===== config.mk =====
export PLATFORM = sky130hd
export DESIGN_NAME = boc_top
export DESIGN_NICKNAME = d
export VERILOG_FILES = /design/src/rtl/boc_pkg.sv /design/src/rtl/boc_clkgen.sv /design/src/rtl/boc_top.sv
export SDC_FILE = /design/constraint.sdc
export NUM_CORES = 1
export LEC_CHECK = 0
export BUFFER_PORTS_ARGS = -buffer_cell sky130_fd_sc_hd__buf_2
export CORE_MARGIN = 1.5
export CORE_UTILIZATION = 52
export DETAILED_ROUTE_END_ITERATION = 10
export GPL_TIMING_DRIVEN = 0
export PLACE_DENSITY = 0.76
export SLEW_MARGIN = 40
export SYNTH_ARGS = -nofsm -noshare
export SYNTH_HDL_FRONTEND = slang
export SYNTH_SLANG_ARGS = --single-unit

===== constraint.sdc =====
create_clock -name clk -period 3.4 [get_ports clk]
set_clock_uncertainty 0.1 [all_clocks]
set_input_delay 0.17 -clock clk [delete_from_list [all_inputs] [get_ports clk]]
set_output_delay 0.17 -clock clk [all_outputs]
set_load 0.005 [all_outputs]

===== src/rtl/boc_pkg.sv =====
/*
 Package for the boost converter control block: register offsets, field
 positions, reset values, timing constants and the carrier structs.
 Assumes a 100 MHz system clock and 8-bit register data.
*/
package boc_pkg;

    // =====================================================================
    // clock and timing
    localparam int unsigned CLK_HZ = 100_000_000;
    localparam int unsigned CLK_PERIOD_NS = 10;
    localparam int unsigned INT_OSC_HZ = 2_400_000;
    localparam int unsigned INT_OSC_CYC = CLK_HZ / INT_OSC_HZ;
    localparam int unsigned MIN_PULSE_WIDTH_20_NS = 20;
    localparam int unsigned MIN_PULSE_WIDTH_40_NS = 40;
    localparam int unsigned MIN_PULSE_WIDTH_80_NS = 80;
    // least times round up to whole cycles
    localparam logic [7:0] MIN_PULSE_WIDTH_20_CYC = 8'((MIN_PULSE_WIDTH_20_NS + CLK_PERIOD_NS - 1) / CLK_PERIOD_NS);
    localparam logic [7:0] MIN_PULSE_WIDTH_40_CYC = 8'((MIN_PULSE_WIDTH_40_NS + CLK_PERIOD_NS - 1) / CLK_PERIOD_NS);
    localparam logic [7:0] MIN_PULSE_WIDTH_80_CYC = 8'((MIN_PULSE_WIDTH_80_NS + CLK_PERIOD_NS - 1) / CLK_PERIOD_NS);
    localparam logic [5:0] DIV_CNT_MAX = 6'(INT_OSC_CYC - 1);

    // =====================================================================
    // register map
    localparam logic [7:0] ADDR_CTRL = 8'h00;
    localparam logic [7:0] ADDR_CFG = 8'h01;
    localparam logic [7:0] ADDR_STATUS = 8'h02;
    localparam logic [7:0] CTRL_RST = 8'h21;
    localparam logic [7:0] CTRL_WMASK = 8'hEF;
    localparam logic [7:0] CFG_RST = 8'h00;
    localparam logic [7:0] CFG_WMASK = 8'h7F;

    // field encodings
    localparam logic [1:0] DIV_BY_1 = 2'h0;
    localparam logic [1:0] DIV_BY_2 = 2'h1;
    localparam logic [1:0] DIV_BY_4 = 2'h2;
    localparam logic [1:0] DIV_BY_8 = 2'h3;
    localparam logic [1:0] MIN_PULSE_WIDTH_NONE = 2'h0;
    localparam logic [1:0] MIN_PULSE_WIDTH_20 = 2'h1;
    localparam logic [1:0] MIN_PULSE_WIDTH_40 = 2'h2;
    localparam logic [1:0] MIN_PULSE_WIDTH_80 = 2'h3;

    // =====================================================================
    // carriers, bit 7 down to bit 0
    typedef struct packed {
        logic reserved;
        logic [1:0] converter_clock_divider;
        logic adc_clock_invert;
        logic system_clock_invert;
        logic peak_current_limit;
        logic sleep_output_float;
        logic converter_clock_source_select;
    } boc_cfg_t;

    typedef struct packed {
        logic [1:0] min_pulse_width;
        logic switch_size_select;
        logic reserved;
        logic adc_sync;
        logic [2:0] voltage_select;
    } boc_ctrl_t;

    typedef enum logic [1:0] {
        PWM_WAIT = 2'h0,
        PWM_ON = 2'h1,
        PWM_SKIP = 2'h3
    } boc_pwm_t;

endpackage : boc_pkg


===== src/rtl/boc_clkgen.sv =====
/*
 Converter clock generator: produces a one-cycle tick per converter clock
 period from the internal oscillator divider or from the divided system clock.
 Assumes settings come from the register file in the same clock domain.
*/
`timescale 1ns/1ps
`default_nettype none

module boc_clkgen (
    // clock and reset
    input wire logic clk,
    input wire logic nrst,
    // settings and run
    input wire boc_pkg::boc_cfg_t cfg,
    input wire logic run,
    // converter clock tick
    output logic tick
);

    // =====================================================================
    // divider
    boc_pkg::boc_cfg_t act_q;
    logic [5:0] cnt_q;
    logic tick_raw_q;
    logic tick_dly_q;
    logic [5:0] sys_max;
    logic [5:0] cnt_max;
    logic wrap;
    logic inv_now;
    logic inv_hold_q;

    // divider field only counts on the system clock path
    assign sys_max = (act_q.converter_clock_divider == boc_pkg::DIV_BY_1) ? 6'h00 :
                     (act_q.converter_clock_divider == boc_pkg::DIV_BY_2) ? 6'h01 :
                     (act_q.converter_clock_divider == boc_pkg::DIV_BY_4) ? 6'h03 : 6'h07; // RULE_13
    assign cnt_max = act_q.converter_clock_source_select ? sys_max : boc_pkg::DIV_CNT_MAX; // RULE_06 RULE_07 RULE_08 RULE_14
    assign wrap = (cnt_q >= cnt_max);

    always_ff @(posedge clk) begin
        if (!nrst || !run) begin
            cnt_q <= 6'h00;
            tick_raw_q <= 1'b0;
        end else begin
            cnt_q <= wrap ? 6'h00 : cnt_q + 6'h01;
            tick_raw_q <= wrap;
        end
    end

    // new settings take effect only at a period boundary or while run is low, so no runt period
    always_ff @(posedge clk) begin
        if (!nrst) begin
            act_q <= boc_pkg::CFG_RST;
        end else if (wrap || !run) begin
            act_q <= cfg; // RULE_16
        end
    end

    // inversion shifts the sampled edge by one system cycle
    always_ff @(posedge clk) begin
        if (!nrst) begin
            tick_dly_q <= 1'b0;
            inv_hold_q <= 1'b0;
        end else begin
            tick_dly_q <= tick_raw_q;
            inv_hold_q <= inv_now;
        end
    end

    assign inv_now = act_q.converter_clock_source_select && act_q.system_clock_invert; // RULE_09
    // leaving inversion stays on the delayed path one more cycle, else that period comes up one short
    assign tick = (inv_now || inv_hold_q) ? tick_dly_q : tick_raw_q; // RULE_09 RULE_16

    a_int_period: assert property (@(posedge clk) disable iff (!nrst) // RULE_07
        (run && !act_q.converter_clock_source_select && wrap)
        |=> (!wrap || !run || act_q.converter_clock_source_select) [*8])
        else $error("internal oscillator period too short");

endmodule : boc_clkgen

`default_nettype wire


===== src/rtl/boc_top.sv =====
/*
 Boost converter control: strap latch at reset, enable by power mode,
 clock selection, pulse skipping, sleep rail handling and register port.
 Assumes a synchronous register master and a regulator that supplies the
 wanted switch-on width, in system cycles, for each converter period.
*/
`timescale 1ns/1ps
`default_nettype none

// Contract
// RULE_01: at reset the strap is sampled and one-cell or two-cell mode latched.
// RULE_02: two-cell mode keeps the converter disabled always.
// RULE_03: one-cell mode disables the converter in sleep, enables it otherwise.
// RULE_04: latched mode changes only at reset; later strap changes are ignored.
// RULE_05: a pulse narrower than the minimum width is skipped whole.
// RULE_06: config bit 0 picks internal oscillator or system clock.
// RULE_07: internal oscillator near 2.4 MHz clocks the converter when selected.
// RULE_08: config bits 6:5 divide the system clock for the converter.
// RULE_09: invert bit set inverts system clock before the divider.
// RULE_10: sleep disables converter and ties output rail to battery by default.
// RULE_11: sleep float bit set leaves the rail floating in sleep.
// RULE_12: peak current limit defaults low after reset.
// RULE_13: divider codes 00,01,10,11 give divide by 1,2,4,8.
// RULE_14: divider field ignored on the internal oscillator.
// RULE_15: minimum width codes: none, 20 ns, 40 ns, 80 ns.
// RULE_16: clock setting changes cause no glitch or runt converter clock.
module boc_top (
    // clock and reset
    input wire logic clk,
    input wire logic nrst,
    // register port
    input wire logic [7:0] reg_addr,
    input wire logic [7:0] reg_wdata,
    input wire logic reg_write,
    input wire logic reg_read,
    output logic [7:0] reg_rdata,
    // power mode and strap
    input wire logic sleep_mode,
    input wire logic converter_strap_pin,
    // regulation demand, in system cycles per converter period
    input wire logic [7:0] pulse_width_req,
    // converter controls
    output logic converter_enable,
    output logic switch_drive,
    output logic converter_clk_tick,
    output logic pulse_skipped,
    output logic rail_to_battery,
    output logic one_cell_mode,
    output logic peak_current_limit,
    output logic switch_size_select,
    output logic [2:0] voltage_select
);

    // =====================================================================
    // register file
    boc_pkg::boc_ctrl_t ctrl_q;
    boc_pkg::boc_cfg_t cfg_q;
    logic [7:0] rdata_q;
    logic [7:0] rd_mux;
    logic [7:0] status;
    logic hit_ctrl;
    logic hit_cfg;
    logic hit_status;
    logic wr_ctrl;
    logic wr_cfg;

    assign hit_ctrl = (reg_addr == boc_pkg::ADDR_CTRL);
    assign hit_cfg = (reg_addr == boc_pkg::ADDR_CFG);
    assign hit_status = (reg_addr == boc_pkg::ADDR_STATUS);
    assign wr_ctrl = reg_write && hit_ctrl;
    assign wr_cfg = reg_write && hit_cfg;

    always_ff @(posedge clk) begin
        if (!nrst) begin
            ctrl_q <= boc_pkg::CTRL_RST;
            cfg_q <= boc_pkg::CFG_RST; // RULE_12
        end else begin
            if (wr_ctrl) begin
                ctrl_q <= reg_wdata & boc_pkg::CTRL_WMASK;
            end
            if (wr_cfg) begin
                cfg_q <= reg_wdata & boc_pkg::CFG_WMASK;
            end
        end
    end

    // unmapped addresses read zero
    assign rd_mux = hit_ctrl ? ctrl_q :
                    hit_cfg ? cfg_q :
                    hit_status ? status : 8'h00;

    always_ff @(posedge clk) begin
        if (!nrst) begin
            rdata_q <= 8'h00;
        end else begin
            rdata_q <= reg_read ? rd_mux : 8'h00;
        end
    end

    // =====================================================================
    // strap latch and enable
    logic por_done_q;
    logic one_cell_q;
    logic enable_q;
    logic rail_tie_q;
    logic enable_d;
    logic rail_tie_d;

    // caught by a clocked process after release, never by the reset itself
    always_ff @(posedge clk) begin
        if (!nrst) begin
            por_done_q <= 1'b0;
            one_cell_q <= 1'b0;
        end else if (!por_done_q) begin
            por_done_q <= 1'b1;
            one_cell_q <= converter_strap_pin; // RULE_01 RULE_04
        end
    end

    assign enable_d = por_done_q && one_cell_q && !sleep_mode; // RULE_02 RULE_03 RULE_10
    assign rail_tie_d = sleep_mode && !cfg_q.sleep_output_float; // RULE_10 RULE_11

    always_ff @(posedge clk) begin
        if (!nrst) begin
            enable_q <= 1'b0;
            rail_tie_q <= 1'b0;
        end else begin
            enable_q <= enable_d;
            rail_tie_q <= rail_tie_d;
        end
    end

    // =====================================================================
    // converter clock
    logic tick;
    logic tick_q;

    boc_clkgen u_clkgen (
        .clk(clk),
        .nrst(nrst),
        .cfg(cfg_q),
        .run(enable_q),
        .tick(tick)
    );

    always_ff @(posedge clk) begin
        if (!nrst) begin
            tick_q <= 1'b0;
        end else begin
            tick_q <= tick;
        end
    end

    // =====================================================================
    // pulse width with skipping
    boc_pkg::boc_pwm_t pwm_q;
    boc_pkg::boc_pwm_t pwm_d;
    logic [7:0] min_cyc;
    logic [7:0] on_cnt_q;
    logic [7:0] on_cnt_d;
    logic too_narrow;
    logic skip_q;

    assign min_cyc = (ctrl_q.min_pulse_width == boc_pkg::MIN_PULSE_WIDTH_20) ? boc_pkg::MIN_PULSE_WIDTH_20_CYC :
                     (ctrl_q.min_pulse_width == boc_pkg::MIN_PULSE_WIDTH_40) ? boc_pkg::MIN_PULSE_WIDTH_40_CYC :
                     (ctrl_q.min_pulse_width == boc_pkg::MIN_PULSE_WIDTH_80) ? boc_pkg::MIN_PULSE_WIDTH_80_CYC : 8'h00; // RULE_15
    // a zero request is no pulse at all, not a skip
    assign too_narrow = (pulse_width_req != 8'h00) && (pulse_width_req < min_cyc); // RULE_05

    always_comb begin
        pwm_d = pwm_q;
        on_cnt_d = on_cnt_q;
        case (pwm_q)
            boc_pkg::PWM_WAIT: begin
                if (tick && too_narrow) begin
                    pwm_d = boc_pkg::PWM_SKIP; // RULE_05
                end else if (tick && pulse_width_req != 8'h00) begin
                    pwm_d = boc_pkg::PWM_ON;
                    on_cnt_d = pulse_width_req - 8'h01;
                end
            end
            boc_pkg::PWM_ON: begin
                if (on_cnt_q == 8'h00) begin
                    pwm_d = boc_pkg::PWM_WAIT;
                end else begin
                    on_cnt_d = on_cnt_q - 8'h01;
                end
            end
            boc_pkg::PWM_SKIP: begin
                pwm_d = boc_pkg::PWM_WAIT;
            end
            default: begin
                pwm_d = boc_pkg::PWM_WAIT;
            end
        endcase
        if (!enable_q) begin
            pwm_d = boc_pkg::PWM_WAIT;
        end
    end

    always_ff @(posedge clk) begin
        if (!nrst) begin
            pwm_q <= boc_pkg::PWM_WAIT;
            on_cnt_q <= 8'h00;
            skip_q <= 1'b0;
        end else begin
            pwm_q <= pwm_d;
            on_cnt_q <= on_cnt_d;
            skip_q <= (pwm_d == boc_pkg::PWM_SKIP);
        end
    end

    // =====================================================================
    // outputs
    logic drive_q;
    always_ff @(posedge clk) begin
        if (!nrst) begin
            drive_q <= 1'b0;
        end else begin
            drive_q <= (pwm_d == boc_pkg::PWM_ON);
        end
    end

    assign status = {4'h0, skip_q, rail_tie_q, enable_q, one_cell_q};
    assign reg_rdata = rdata_q;
    assign converter_enable = enable_q;
    assign switch_drive = drive_q;
    assign converter_clk_tick = tick_q;
    assign pulse_skipped = skip_q;
    assign rail_to_battery = rail_tie_q;
    assign one_cell_mode = one_cell_q;
    assign peak_current_limit = cfg_q.peak_current_limit;
    assign switch_size_select = ctrl_q.switch_size_select;
    assign voltage_select = ctrl_q.voltage_select;

    // =====================================================================
    // checks
    a_strap_held: assert property (@(posedge clk) disable iff (!nrst) // RULE_04
        $past(por_done_q) |-> $stable(one_cell_q))
        else $error("latched cell mode changed after reset");

    a_strap_caught: assert property (@(posedge clk) disable iff (!nrst) // RULE_01
        $rose(por_done_q) |-> one_cell_q == $past(converter_strap_pin))
        else $error("strap not latched at release");

    a_two_cell_off: assert property (@(posedge clk) disable iff (!nrst) // RULE_02
        !one_cell_q |=> !converter_enable)
        else $error("converter enabled in two-cell mode");

    a_sleep_off: assert property (@(posedge clk) disable iff (!nrst) // RULE_03
        (sleep_mode || !por_done_q) |=> !converter_enable)
        else $error("converter enabled in sleep");

    a_awake_on: assert property (@(posedge clk) disable iff (!nrst) // RULE_03
        (por_done_q && one_cell_q && !sleep_mode) |=> converter_enable)
        else $error("converter not enabled while awake");

    a_rail_tie: assert property (@(posedge clk) disable iff (!nrst) // RULE_10
        (sleep_mode && !cfg_q.sleep_output_float) |=> rail_to_battery)
        else $error("rail not tied to battery in sleep");

    a_rail_float: assert property (@(posedge clk) disable iff (!nrst) // RULE_11
        (cfg_q.sleep_output_float || !sleep_mode) |=> !rail_to_battery)
        else $error("rail tied while floating");

    a_skip_nodrive: assert property (@(posedge clk) disable iff (!nrst) // RULE_05
        (enable_q && tick && too_narrow && pwm_q == boc_pkg::PWM_WAIT) |=> (pulse_skipped && !switch_drive))
        else $error("narrow pulse not skipped");

    a_pulse_len: assert property (@(posedge clk) disable iff (!nrst) // RULE_15
        (enable_q && tick && pwm_q == boc_pkg::PWM_WAIT && !too_narrow && pulse_width_req == boc_pkg::MIN_PULSE_WIDTH_20_CYC
         && ctrl_q.min_pulse_width == boc_pkg::MIN_PULSE_WIDTH_20 && !sleep_mode) |=> switch_drive [*2])
        else $error("minimum width pulse cut short");

    a_limit_reset: assert property (@(posedge clk) // RULE_12
        !nrst |=> !peak_current_limit)
        else $error("current limit not low after reset");

    a_limit_held: assert property (@(posedge clk) disable iff (!nrst) // RULE_12
        !wr_cfg |=> $stable(peak_current_limit))
        else $error("current limit moved without a write");

    a_strap_ignored: assert property (@(posedge clk) disable iff (!nrst) // RULE_04
        (por_done_q && $changed(converter_strap_pin)) |=> $stable(one_cell_mode))
        else $error("strap change after reset reached the cell mode");

    a_two_cell_nodrive: assert property (@(posedge clk) disable iff (!nrst) // RULE_02
        (por_done_q && !one_cell_q) |-> ##2 !switch_drive)
        else $error("switch driven in two-cell mode");

    a_sleep_nodrive: assert property (@(posedge clk) disable iff (!nrst) // RULE_10
        sleep_mode |-> ##2 !switch_drive)
        else $error("switch driven in sleep");

    a_skip_quiet: assert property (@(posedge clk) disable iff (!nrst) // RULE_05
        pulse_skipped |-> !switch_drive)
        else $error("switch driven in a skipped period");

    a_nomin_pulse: assert property (@(posedge clk) disable iff (!nrst) // RULE_15
        (enable_q && tick && pwm_q == boc_pkg::PWM_WAIT && pulse_width_req != 8'h00
         && ctrl_q.min_pulse_width == boc_pkg::MIN_PULSE_WIDTH_NONE) |=> switch_drive)
        else $error("pulse skipped with no minimum set");

    a_skip_eighty: assert property (@(posedge clk) disable iff (!nrst) // RULE_15
        (enable_q && tick && pwm_q == boc_pkg::PWM_WAIT && pulse_width_req != 8'h00
         && pulse_width_req < boc_pkg::MIN_PULSE_WIDTH_80_CYC && ctrl_q.min_pulse_width == boc_pkg::MIN_PULSE_WIDTH_80)
        |=> pulse_skipped)
        else $error("pulse under the 80 ns minimum not skipped");

endmodule : boc_top

`default_nettype wire


==> summary.md <==
| Metric | Value |
|---|---|
| Final worst-path cycle share | `72.2%` |
| Syn avg cell area | `9.61 sq um` |
| Worst-Skew Late Latency | `0.30 ns` |
| Area share of and/or/nand/nor cells after synthesis | `19.0%` |
| Worst VDD drop | `0.000185 V` |
| Setup crit start kind | `flip-flop` |
| RSZ-0062 raised after global routing | `no` |
| Final hold vios | `0` |
| Compound-Gate Fraction of Synth Area | `10.5%` |
| Vias in the first global route | `1,793` |
| Worst path slowest cell | `dfxtp_1` |
| CP bufs+invs | `2` |
| Combinational family with the most area after synthesis | `simple AND/OR/NAND/NOR gates` |
| Reg area | `1040 sq um` |
| Post-Synth Adder-Cell Area | `4.78%` |
| IO Pins | `49` |
| Area growth, synth to finish | `18.3%` |
| Worst-Margin Slew | `0.920 ns` |
| Design Area, Final | `2790 sq um` |
| Antenna cells | `0` |
| Syn Inst Count | `245` |
| Wire per inst | `14.0 microns` |
| Clock Tree Buf Depth | `2` |
| Total CTS buffers | `5` |
| Die extent in x | `70.3 microns` |
| Main synth FF type | `dfxtp_1` |
| First-pass GRT wire length | `8.30 mm` |
| Drt pass-1 iters | `4` |
| Drt first-iter violations | `145` |
| Via/cell ratio | `5.55` |
| Power Density | `370 nW/um^2` |
| Critical R2R Launch | `pwm_q[1]` |
| R2r setup slk | `0.94 ns` |
| Setup TNS | `0 ns` |
| Setup bufs post-CTS | `0` |
| Die area | `4940 sq um` |
| CP arrival | `2.53 ns` |
| Mapped cell area | `2350 sq um` |
| Core Area | `4350 sq um` |
| Area occupied by multi-input gates | `1220 sq um` |
| Period minus WS final | `2.46 ns` |
| Filler cells | `374` |
| Worst path cell trace | `nand2b_1 -> clkbuf_1 -> buf_2 -> mux2i_1 -> ha_1 -> nor3b_1 -> xnor2_1 -> nand2_1 -> o2111ai_1 -> a21oi_1` |
| Row cnt | `24` |
| Via count | `1,981` |
| CTS tree | `built` |
| Final #Nets | `343` |
| Fin worst setup slack | `0.944 ns` |
| CP required | `3.48 ns` |
| CP Class | `flip-flop to flip-flop` |
| H-tree levels | `2` |
| Synth Register Bits | `52` |
| Worst-path clk slew | `0.10 ns` |
| Mux cell area share after synthesis | `13.8%` |
| Starting Density | `54.1%` |
| Pin count of the biggest net entering global routing | `17` |
| Status | `complete, no violations` |
| Slew Limit Fails | `0` |
| Top delay family on crit path | `buffers and inverters` |
| R2R Path End | `on_cnt_q[4]` |
| Post-CTS Hold Fix Bufs | `4` |
| Final Setup Violations | `0` |
| Critical path peak fanout | `10` |
| Post-synthesis xor/xnor area fraction | `3.72%` |
| Port bufs | `48` |
| Total global-route track usage | `20.8%` |
| Yosys warns | `0` |
| Post-synth EDFFs | `0` |
| Pre-CTS WS | `0.987 ns` |
| Die Y | `70.3 microns` |
| Slew margin rel. | `38.1%` |
| FMAX | `407 MHz` |
| WP depth | `10` |
| Post_cts resized | `0` |
| Hold Crit Class | `input port to flip-flop` |
| Area after DPL | `2660 sq um` |
| CTS root buf | `clkbuf_8` |
| Detailed Place HPWL | `3.69 mm` |
| DR DRC count | `0` |
| Final WL | `5.01 mm` |
| Final ANT Viol Nets | `0` |
| Crit path to | `on_cnt_q[4]` |
| Crit-path max cell delay | `0.35 ns` |
| Num Clock Sinks | `52` |
| R2r worst-path depth | `10` |
| Number of distinct library cells after synthesis | `45` |
| Worst Setup SP | `pwm_q[1]` |
| Synth Net Count | `284` |
| Sequential share of the synthesized area | `44.2%` |
| Fraction of layout cells with a size suffix above 1 | `22.6%` |
| Total global routing overflow | `0` |
| Max Cap Violations | `0` |
| Leak | `0.00132 uW` |
| Initial antenna violation count | `0` |
| Min Hold Slack | `0.00735 ns` |
| Power Total | `1030 uW` |
| Critical Path Sink Type | `flip-flop` |
| GPL Wtd Cong | `0.940` |
| Ys async rst share | `0%` |
## power breakdown
| group | internal, uW | leakage (uW) | total, uW | switching (uW) |
|---|---|---|---|---|
| combinational | 29.6 | 0.000852 | 64.1 | 34.5 |
| clock | 147 | 0.0000456 | 354 | 206 |
| sequential | 611 | 0.000420 | 613 | 1.64 |
## per-layer routing
layer,vias to the layer above,wire length [microns],track usage (%)
met4,0,49,7.48
met5,-,0,0
met2,68,2240,31.9
met1,923,2420,28.2
met3,7,300,5.77
li1,983,-,-
## final cells by class
type,count,area share [%]
multi-input cells,173,43.7
clock inverters,2,0.494
clock buffers,6,2.61
well taps,52,2.34
inverters,10,1.35
repair buffers,52,10.1
plain buffers,10,2.07
flip-flops and latches,52,37.4
## per-stage QoR
stage | std cells | util, %
2_1_floorplan | 245 | -
3_3_place_gp | 345 | 61.1
3_5_place_dp | 345 | 61.1
4_1_cts | 357 | 64.0
5_1_grt | 357 | 64.0
6_report | 357 | 64.0
## synthesized netlist by cell type, drive strengths merged (5+ instances only)
cell | count | area (sq um)
nor3 | 5 | 41.3
nand2 | 13 | 48.8
ha | 9 | 113
dfxtp | 52 | 1040
o21ai | 5 | 25.0
xnor2 | 8 | 70.1
mux2i | 29 | 290
nor2 | 36 | 135
nand3 | 6 | 30.0
a21oi | 9 | 45.0
buf | 6 | 42.5
o211ai | 5 | 37.5
inv | 9 | 33.8
## registers in the layout, summed over array words and instances (netlist names), 2 cells and up
name,flops
on_cnt_q,8
u_clkgen.cnt_q,6
voltage_select,3
cfg_q,6
ctrl_q,3
reg_rdata,8
u_clkgen.act_q,4
pwm_q,2
## tightest hold or removal path, stage by stage
cell and delay, ns:
buf_2 0.09, mux2i_1 0.05, nor2_1 0.07
## cells in the final DEF (no fill, tap or decap), drive strengths merged, types with 4 or more instances in the layout
cell and count:
a222oi 4, nor2 36, buf 54, ha 9, o21ai 5, o211ai 5
clkbuf 10, mux2i 29, dfxtp 52, and3 4, nor3 5, a21oi 9
nand3 6, dlygate4sd3 4, nand2 13, inv 10, nand2b 4, xnor2 8
## how the worst min path moves through the flow
stage | from | to | slack (ns) | cells past startpoint
after floorplan | nrst | por_done_q | 0.1 | 0
after CTS | reg_wdata[0] | voltage_select[0] | 0.002 | 3
after global routing | reg_wdata[0] | voltage_select[0] | 0.02 | 3
after detailed placement | nrst | por_done_q | 0.24 | 1
final | reg_wdata[1] | cfg_q[1] | 0.007 | 3
after global placement | nrst | por_done_q | 0.25 | 1
## cell families (layout without fill, tap and decap cells)
family / count (synthesis) / count (layout)
compound gates: 35 / 35
xor+xnor: 10 / 10
fa+ha+maj: 9 / 9
buf+inv: 20 / 80
flops: 52 / 52
mux: 32 / 32
simple gates: 87 / 87
Power figures use the tool's default switching activity.
